[src/verilog/sap_pkg.sv]
package sap_pkg;

	localparam int SYS_CLK_KHZ = 50000;
	localparam int CONV_CLK_MAX_KHZ = 550;
	localparam int CONV_HALF = (SYS_CLK_KHZ + 2 * CONV_CLK_MAX_KHZ - 1) / (2 * CONV_CLK_MAX_KHZ);
	localparam logic [5:0] CONV_HALF_M1 = 6'(CONV_HALF - 1);
	localparam int CONV_TIME_US = 20;
	localparam int CONV_TIME_CYC = CONV_TIME_US * SYS_CLK_KHZ / 1000;
	localparam int CONV_EDGES = 12;
	localparam int EDGE_CYC = CONV_EDGES * 2 * CONV_HALF;
	localparam int DELAY_CYC = (EDGE_CYC > CONV_TIME_CYC) ? EDGE_CYC : CONV_TIME_CYC;
	localparam logic [10:0] DELAY_CNT = 11'(DELAY_CYC);
	localparam logic [1:0] START_LOW_EDGES = 2'h2;
	localparam logic [2:0] SETTLE_CYC = 3'h4;

	localparam int NUM_CONV = 5;
	localparam int RES_W = 10;
	localparam int LOW_W = 8;
	localparam int HIGH_W = 2;
	localparam int ADDR_W = 4;
	localparam int DATA_W = 16;

	localparam logic [3:0] OFF_CTRL = 4'h0;
	localparam logic [3:0] OFF_STATUS = 4'h1;
	localparam logic [3:0] OFF_IRQ_STAT = 4'h2;
	localparam logic [3:0] OFF_IRQ_MASK = 4'h3;
	localparam logic [3:0] OFF_RESULT0 = 4'h4;
	localparam logic [3:0] OFF_SERIAL = 4'h9;

	localparam int CTRL_GO_BIT = 0;
	localparam int CTRL_DELAY_BIT = 1;
	localparam int CTRL_NCONV_LSB = 2;
	localparam int STAT_BUSY_BIT = 0;
	localparam int STAT_LINE_BIT = 1;
	localparam int IRQ_DONE_BIT = 0;
	localparam int IRQ_SER_BIT = 1;

	localparam logic CTRL_DELAY_RST = 1'b0;
	localparam logic [2:0] CTRL_NCONV_RST = 3'h1;
	localparam logic [1:0] IRQ_MASK_RST = 2'h0;

	typedef enum logic [5:0] {
		SAP_IDLE = 6'h01,
		SAP_START_LOW = 6'h02,
		SAP_WAIT_REL = 6'h04,
		SAP_CONVERT = 6'h08,
		SAP_READ_EN = 6'h10,
		SAP_READ_CAP = 6'h20
	} sap_state_e;

	function automatic logic [NUM_CONV-1:0] sap_onehot(input logic [2:0] idx);
		logic [NUM_CONV-1:0] v;
		v = '0;
		v[idx] = 1'b1;
		return v;
	endfunction

	function automatic logic [2:0] sap_clamp_nconv(input logic [2:0] n);
		logic [2:0] r;
		r = n;
		if (n == 3'h0) begin
			r = 3'h1;
		end else if (n > 3'(NUM_CONV)) begin
			r = 3'(NUM_CONV);
		end
		return r;
	endfunction

endpackage

[src/verilog/sap_ctrl.sv]
// Design decisions made here: the address map and strobed register access.
`timescale 1ns/1ps
`default_nettype none
module sap_ctrl (
	// Clock and reset
	input wire logic sys_clk,
	input wire logic rst,
	// Software register port
	input wire logic [sap_pkg::ADDR_W-1:0] reg_addr,
	input wire logic [sap_pkg::DATA_W-1:0] reg_wdata,
	input wire logic reg_wr,
	input wire logic reg_rd,
	output logic [sap_pkg::DATA_W-1:0] reg_rdata,
	output logic irq,
	// Converter control
	output logic conv_clk,
	output logic conv_start_n,
	output logic [sap_pkg::NUM_CONV-1:0] buffer_enable_lines,
	// Converter outputs
	input wire logic status_capture_input,
	input wire logic [sap_pkg::LOW_W-1:0] result_low_port_lines,
	input wire logic result_high_port_line_0,
	input wire logic result_high_port_line_1,
	input wire logic serial_data_in,
	input wire logic serial_timing_in
);
	import sap_pkg::*;

	////////////////////////////////////////////////////////////////////////////

	logic [RES_W+2:0] pins_s;
	logic status_s;
	logic ser_s;
	logic tim_s;
	logic [RES_W-1:0] result_s;

	sap_sync #(.W(RES_W + 3)) u_sync (
		.sys_clk(sys_clk),
		.rst(rst),
		.async_in({serial_timing_in, serial_data_in, status_capture_input,
			result_high_port_line_1, result_high_port_line_0, result_low_port_lines}),
		.sync_out(pins_s)
	);

	// Ten bits arrive as eight low port lines plus two high lines.
	assign result_s = pins_s[RES_W-1:0];
	assign status_s = pins_s[RES_W];
	assign ser_s = pins_s[RES_W+1];
	assign tim_s = pins_s[RES_W+2];

	////////////////////////////////////////////////////////////////////////////

	sap_state_e state_q, state_d;
	logic [5:0] div_q, div_d;
	logic conv_clk_q, conv_clk_d;
	logic start_n_q, start_n_d;
	logic [1:0] edge_cnt_q, edge_cnt_d;
	logic [10:0] wait_q, wait_d;
	logic [2:0] settle_q, settle_d;
	logic [2:0] idx_q, idx_d;
	logic [NUM_CONV-1:0] ben_q, ben_d;
	logic [RES_W-1:0] res_q [NUM_CONV];
	logic [RES_W-1:0] res_d [NUM_CONV];
	logic status_prev_q, status_prev_d;
	logic tim_prev_q, tim_prev_d;
	logic [RES_W-1:0] ser_shift_q, ser_shift_d;
	logic [RES_W-1:0] ser_word_q, ser_word_d;
	logic [3:0] ser_cnt_q, ser_cnt_d;
	logic delay_mode_q, delay_mode_d;
	logic [2:0] nconv_q, nconv_d;
	logic [1:0] irq_stat_q, irq_stat_d;
	logic [1:0] irq_mask_q, irq_mask_d;
	logic irq_q, irq_d;
	logic [DATA_W-1:0] rdata_q, rdata_d;

	logic rise_tick;
	logic status_rise;
	logic tim_rise;
	logic [1:0] irq_set;
	logic [3:0] res_off;

	////////////////////////////////////////////////////////////////////////////

	always_comb begin
		state_d = state_q;
		div_d = div_q;
		conv_clk_d = conv_clk_q;
		start_n_d = start_n_q;
		edge_cnt_d = edge_cnt_q;
		wait_d = wait_q;
		settle_d = settle_q;
		idx_d = idx_q;
		ben_d = ben_q;
		for (int i = 0; i < NUM_CONV; i++) begin
			res_d[i] = res_q[i];
		end
		status_prev_d = status_s;
		tim_prev_d = tim_s;
		ser_shift_d = ser_shift_q;
		ser_word_d = ser_word_q;
		ser_cnt_d = ser_cnt_q;
		delay_mode_d = delay_mode_q;
		nconv_d = nconv_q;
		irq_mask_d = irq_mask_q;
		rdata_d = '0;
		irq_set = '0;
		res_off = reg_addr - OFF_RESULT0;

		// The converter clock is a divided copy of the system clock.
		rise_tick = (div_q == CONV_HALF_M1) && !conv_clk_q;
		if (div_q == CONV_HALF_M1) begin
			div_d = '0;
			conv_clk_d = !conv_clk_q;
		end else begin
			div_d = div_q + 6'h01;
		end

		// A rising edge of the shared status line means every converter is done.
		status_rise = status_s && !status_prev_q;
		tim_rise = tim_s && !tim_prev_q;

		// One serial bit per rising edge of the timing pulse.
		if (tim_rise) begin
			ser_shift_d = {ser_shift_q[RES_W-2:0], ser_s};
			if (ser_cnt_q == 4'(RES_W - 1)) begin
				ser_cnt_d = '0;
				ser_word_d = {ser_shift_q[RES_W-2:0], ser_s};
				irq_set[IRQ_SER_BIT] = 1'b1;
			end else begin
				ser_cnt_d = ser_cnt_q + 4'h1;
			end
		end

		case (state_q)
			SAP_IDLE: begin
				// A start is refused while the status line still reads busy.
				if (reg_wr && reg_addr == OFF_CTRL && reg_wdata[CTRL_GO_BIT] && status_s) begin
					state_d = SAP_START_LOW;
					start_n_d = 1'b0;
					edge_cnt_d = '0;
					ser_cnt_d = '0;
				end
			end
			SAP_START_LOW: begin
				// Start held low for whole converter periods; the reset code is held meanwhile.
				start_n_d = 1'b0;
				if (rise_tick) begin
					edge_cnt_d = edge_cnt_q + 2'h1;
					if (edge_cnt_q == START_LOW_EDGES - 2'h1) begin
						state_d = SAP_WAIT_REL;
					end
				end
			end
			SAP_WAIT_REL: begin
				// Release only on a converter clock rising edge, like the retiming flop.
				if (rise_tick) begin
					start_n_d = 1'b1;
					wait_d = DELAY_CNT;
					state_d = SAP_CONVERT;
				end
			end
			SAP_CONVERT: begin
				// Delay mode outlasts eleven falling edges and the conversion time.
				if (delay_mode_q) begin
					if (wait_q == 11'h000) begin
						state_d = SAP_READ_EN;
					end else begin
						wait_d = wait_q - 11'h001;
					end
				end else if (status_rise) begin
					state_d = SAP_READ_EN;
				end
				idx_d = '0;
				settle_d = SETTLE_CYC;
			end
			SAP_READ_EN: begin
				// Exactly one enable at a time, converters in turn.
				ben_d = sap_onehot(idx_q);
				if (settle_q == 3'h0) begin
					state_d = SAP_READ_CAP;
				end else begin
					settle_d = settle_q - 3'h1;
				end
			end
			SAP_READ_CAP: begin
				res_d[idx_q] = result_s;
				// All enables drop for a cycle before the next one rises.
				ben_d = '0;
				settle_d = SETTLE_CYC;
				if (idx_q == nconv_q - 3'h1) begin
					state_d = SAP_IDLE;
					irq_set[IRQ_DONE_BIT] = 1'b1;
				end else begin
					idx_d = idx_q + 3'h1;
					state_d = SAP_READ_EN;
				end
			end
			default: begin
				state_d = SAP_IDLE;
				start_n_d = 1'b1;
				ben_d = '0;
			end
		endcase

		// Delay mode and converter count are written only while idle so a run never changes shape; the mask at any time.
		if (reg_wr && state_q == SAP_IDLE && reg_addr == OFF_CTRL) begin
			delay_mode_d = reg_wdata[CTRL_DELAY_BIT];
			nconv_d = sap_clamp_nconv(reg_wdata[CTRL_NCONV_LSB +: 3]);
		end
		if (reg_wr && reg_addr == OFF_IRQ_MASK) begin
			irq_mask_d = reg_wdata[1:0];
		end

		// Read clears; a flag set in the same cycle survives.
		irq_stat_d = irq_stat_q;
		if (reg_rd && reg_addr == OFF_IRQ_STAT) begin
			irq_stat_d = '0;
		end
		// Reading the first result word also clears completion.
		if (reg_rd && reg_addr == OFF_RESULT0) begin
			irq_stat_d[IRQ_DONE_BIT] = 1'b0;
		end
		irq_stat_d = irq_stat_d | irq_set;

		// Either flag, completion or serial word, drives the interrupt line directly when unmasked.
		irq_d = |(irq_stat_d & irq_mask_d);

		if (reg_rd) begin
			if (reg_addr == OFF_CTRL) begin
				rdata_d[CTRL_DELAY_BIT] = delay_mode_q;
				rdata_d[CTRL_NCONV_LSB +: 3] = nconv_q;
			end else if (reg_addr == OFF_STATUS) begin
				rdata_d[STAT_BUSY_BIT] = (state_q != SAP_IDLE);
				rdata_d[STAT_LINE_BIT] = status_s;
			end else if (reg_addr == OFF_IRQ_STAT) begin
				rdata_d[1:0] = irq_stat_q;
			end else if (reg_addr == OFF_IRQ_MASK) begin
				rdata_d[1:0] = irq_mask_q;
			end else if (reg_addr >= OFF_RESULT0 && res_off < 4'(NUM_CONV)) begin
				// Results read during a run would be stale, so busy reads zero.
				if (state_q == SAP_IDLE) begin
					rdata_d[RES_W-1:0] = res_q[res_off[2:0]];
				end
			end else if (reg_addr == OFF_SERIAL) begin
				rdata_d[RES_W-1:0] = ser_word_q;
			end
		end
	end

	////////////////////////////////////////////////////////////////////////////

	always_ff @(posedge sys_clk) begin
		if (rst) begin
			state_q <= SAP_IDLE;
			div_q <= '0;
			conv_clk_q <= 1'b0;
			start_n_q <= 1'b1;
			edge_cnt_q <= '0;
			wait_q <= '0;
			settle_q <= '0;
			idx_q <= '0;
			ben_q <= '0;
			for (int i = 0; i < NUM_CONV; i++) begin
				res_q[i] <= '0;
			end
			status_prev_q <= 1'b0;
			tim_prev_q <= 1'b0;
			ser_shift_q <= '0;
			ser_word_q <= '0;
			ser_cnt_q <= '0;
			delay_mode_q <= CTRL_DELAY_RST;
			nconv_q <= CTRL_NCONV_RST;
			irq_stat_q <= '0;
			irq_mask_q <= IRQ_MASK_RST;
			irq_q <= 1'b0;
			rdata_q <= '0;
		end else begin
			state_q <= state_d;
			div_q <= div_d;
			conv_clk_q <= conv_clk_d;
			start_n_q <= start_n_d;
			edge_cnt_q <= edge_cnt_d;
			wait_q <= wait_d;
			settle_q <= settle_d;
			idx_q <= idx_d;
			ben_q <= ben_d;
			for (int i = 0; i < NUM_CONV; i++) begin
				res_q[i] <= res_d[i];
			end
			status_prev_q <= status_prev_d;
			tim_prev_q <= tim_prev_d;
			ser_shift_q <= ser_shift_d;
			ser_word_q <= ser_word_d;
			ser_cnt_q <= ser_cnt_d;
			delay_mode_q <= delay_mode_d;
			nconv_q <= nconv_d;
			irq_stat_q <= irq_stat_d;
			irq_mask_q <= irq_mask_d;
			irq_q <= irq_d;
			rdata_q <= rdata_d;
		end
	end

	assign reg_rdata = rdata_q;
	assign irq = irq_q;
	assign conv_clk = conv_clk_q;
	assign conv_start_n = start_n_q;
	assign buffer_enable_lines = ben_q;

endmodule
`default_nettype wire

[src/verilog/sap_sync.sv]
`timescale 1ns/1ps
`default_nettype none
module sap_sync #(
	parameter int W = 1
) (
	// Clock and reset
	input wire logic sys_clk,
	input wire logic rst,
	// Asynchronous level in, synchronised level out
	input wire logic [W-1:0] async_in,
	output logic [W-1:0] sync_out
);

	logic [W-1:0] meta_q;
	logic [W-1:0] sync_q;

	// The first stage feeds only the second stage, never logic.
	always_ff @(posedge sys_clk) begin
		if (rst) begin
			meta_q <= '0;
			sync_q <= '0;
		end else begin
			meta_q <= async_in;
			sync_q <= meta_q;
		end
	end

	assign sync_out = sync_q;

endmodule
`default_nettype wire
[config.mk]
export PLATFORM = sky130hd
export DESIGN_NAME = sap_ctrl
export DESIGN_NICKNAME = d
export VERILOG_FILES = /design/src/verilog/sap_pkg.sv /design/src/verilog/sap_ctrl.sv /design/src/verilog/sap_sync.sv
export SDC_FILE = /design/constraint.sdc
export NUM_CORES = 1
export LEC_CHECK = 0
export ABC_AREA = 1
export BUFFER_PORTS_ARGS = -buffer_cell sky130_fd_sc_hd__clkbuf_2
export CAP_MARGIN = 10
export CORE_ASPECT_RATIO = 2
export CORE_MARGIN = 2
export CORE_UTILIZATION = 50
export CTS_BUF_LIST = sky130_fd_sc_hd__clkbuf_4 sky130_fd_sc_hd__clkbuf_8
export DETAILED_ROUTE_END_ITERATION = 16
export HOLD_SLACK_MARGIN = 0.1
export PLACE_DENSITY_LB_ADDON = 0.2
export SLEW_MARGIN = 30
export SYNTH_ARGS = -nofsm -noshare
export SYNTH_HDL_FRONTEND = slang
export SYNTH_SLANG_ARGS = --single-unit
[constraint.sdc]
create_clock -name sys_clk -period 3.2 [get_ports sys_clk]
set_input_delay 0.16 -clock sys_clk [delete_from_list [all_inputs] [get_ports sys_clk]]
set_output_delay 0.16 -clock sys_clk [all_outputs]
set_load 0.1 [all_outputs]
==> out/metrics.csv <==
metric,value,unit
Final HPWL DP,12000,um
Setup crit end kind,flop,
final WL,16600,um
Setup Buffers After CTS,0,
largest family of logic cells by synthesized area,simple AND/OR/NAND/NOR gates,
Main synth FF type,dfxtp_1,
setup TNS,0,ns
worst vdd ir,0.345,mV
Reg area,3160,um^2
"Seq/Total Area, Yosys",46.1,%
final setup violation count,0,
DR DRC count,0,
worst skew pair latency,0.46,ns
die width,86.8,um
FP Rows,60,
"commonest non-fill, non-tap cells in the layout","nor2_1 (202), dfxtp_1 (158), nand2_1 (139)",
IO Port Bufs,43,
CTS buffer count,17,
gr usage total,23.8,%
initial antenna violation count,0,
GP Congestion,0.847,
maximum clock path buffer count,2,
"commonest non-fill, non-tap cell in the layout",nor2_1,
grt total ovfl,0,
maxcap violations,0,
H-tree depth,4,
DR vias/cell,5.15,
fin crit period,2.46,ns
unrepaired setup endpoints after global routing,false,
num ports,61,
global-route wire length before repair,27200,um
HP Class,in -> reg,
XOR/XNOR Fraction of Synth Area,1.66,%
Filler Cells Inserted,1331,
FF-to-FF path depth,8,
RR Endpoint,nconv_q[0],
largest net degree at the start of global routing,61,
Root Buffer,clkbuf_8,
Core ar.,13400,um^2
syn_area_per_cell,7.31,um^2
Worst Setup Start Kind,input port,
CTS tree,yes,
DR pass1 iterations,7,
count of different cell masters after synthesis,43,
Post-Synth Adder-Cell Area,2.55,%
Synth async-reset ratio,0,%
Setup Skew,0.0210,ns
PwrDens,514,nW/um^2
max-slew violation count,0,
HP Start,reg_addr[2],
Multi-input gate area,3080,um^2
final hold vios,0,
outcome,completed,
number of global-route vias before repair,5826,
critical path class,in -> reg,
via count,6007,
Ys Warns,0,
period utilisation layout,76.8,%
Highest Clock Rate,0.407,GHz
mux share of post-synthesis cell area,0,%
fin nets,1049,
Num Clock Sinks,158,
synthesized area,6860,um^2
post-DR wirelength/cell,14.3,um
Compound-Gate Fraction of Synth Area,13.3,%
First DRT Iteration DRCs,289,
Post-Syn Instances,938,
worst r2r src,state_q[4],
antenna-violating nets left,0,
Slew @ Worst Pin,0.661,ns
DIE HEIGHT,170,um
Critical Path AT,2.86,ns
# resized after CTS,0,
Post-synth EDFFs,0,
highest net fanout along the worst path,18,
layout cells sized above 1,11.1,%
die area,14700,um^2
"flops & latches, synth",158,
LEAKAGE,0.00337,uW
Critical Path RT,3.61,ns
hold path endpoint,reg_rdata[7],
Simple-Gate Fraction of Synth Area,27.1,%
ANT cells,0,
hold path depth,3,
area delta synth->final,13.0,%
Clock transition at path regs,0.10,ns
Reg2Reg Setup Slack,1.06,ns
Max-slew headroom,55.9,%
CP startpoint,reg_addr[2],
Initial Util,51.0,%
utilization of the core after routing,57.7,%
## cell families after synthesis
kind of cell,Yosys count
AOI/OAI and AO/OA,169
xor gates and xnor gates,13
adders and majority gates,14
buffers and inverters,149
DFF,158
other,1
and+or+nand+nor,434
## Yosys cell counts (6+ instances only)
cell | count | area share (%)
nor2_1 | 202 | 11
dfxtp_1 | 158 | 46
nand2_1 | 139 | 7.6
inv_1 | 106 | 5.8
o21ai_0 | 90 | 6.6
a21oi_1 | 51 | 3.7
nand3_1 | 42 | 3.1
clkbuf_1 | 18 | 0.99
nand4_1 | 15 | 1.4
ha_1 | 14 | 2.6
o211ai_1 | 8 | 0.88
xor2_1 | 8 | 1.0
buf_4 | 7 | 0.77
nor2_2 | 7 | 0.64
clkinv_1 | 6 | 0.33
nor2_4 | 6 | 0.99
nor3_1 | 6 | 0.44
## routing by layer
| metal | wire length [um] | track usage (%) | vias up |
|---|---|---|---|
| met4 | 826 | 14.5 | 0 |
| met3 | 345 | 3.60 | 40 |
| met2 | 9340 | 44.8 | 89 |
| met5 | 0 | 0 | - |
| li1 | - | - | 3107 |
| met1 | 6110 | 23.3 | 2771 |
## state kept, by name, summed over array words and instances, names as in the netlist, 4 cells and up
signal and cells:
buffer_enable_lines 5, div_q 6, reg_rdata 10, res_q 50, ser_cnt_q 4, ser_shift_q 9
ser_word_q 10, state_q 6, u_sync.meta_q 13, u_sync.sync_out 13, wait_q 11
## worst max-delay path by stage
stage                     depth (start not counted)            end
after global placement                           13   reg_rdata[1]
final                                            10  irq_mask_q[1]
after floorplan                                   9      wait_q[8]
after CTS                                        10  irq_mask_q[1]
after detailed placement                         13   reg_rdata[1]
after global routing                             10  irq_mask_q[1]
## worst max-delay path, stage by stage
cell and delay [ns]:
clkbuf_2 0.32, inv_1 0.24, ha_1 0.30, inv_1 0.22
nor2_4 0.09, nand2_2 0.10, nor2_1 0.05, dlygate4sd3_1 0.56
a211oi_1 0.24, dlygate4sd3_1 0.59
## cell type report
class,instances,area share [%]
timing repair buffer,70,6.13
clock inverter,15,2.16
tap,155,2.50
inverter,115,5.60
clock buffer,17,3.02
multi-input combinational,636,39.8
sequential,158,40.8
## power breakdown
part / switching, uW / internal, uW / leakage, uW
Clock: 889 / 597 / 0.000202
Combinational: 335 / 122 / 0.00189
Sequential: 32.9 / 2010 / 0.00128
## per-stage QoR
stage	cell area, um^2	hold slack [ns]	cells	total power, uW	setup slack (ns)
after floorplan	6880	0.267	943	2410	1.37
after global placement	7120	0.358	1111	2520	1.03
after detailed placement	7120	0.360	1111	2520	0.984
after CTS	7750	0.272	1166	4010	0.833
after global routing	7750	0.311	1166	4140	0.643
final	7750	0.297	1166	3980	0.743
## what timing repair did
item,4_1_cts,5_1_grt
setup endpoints to repair,0,0
endpoints found under the hold margin,21,0
hold buffers,23,0
No activity file was read; power rests on OpenSTA's default activity.
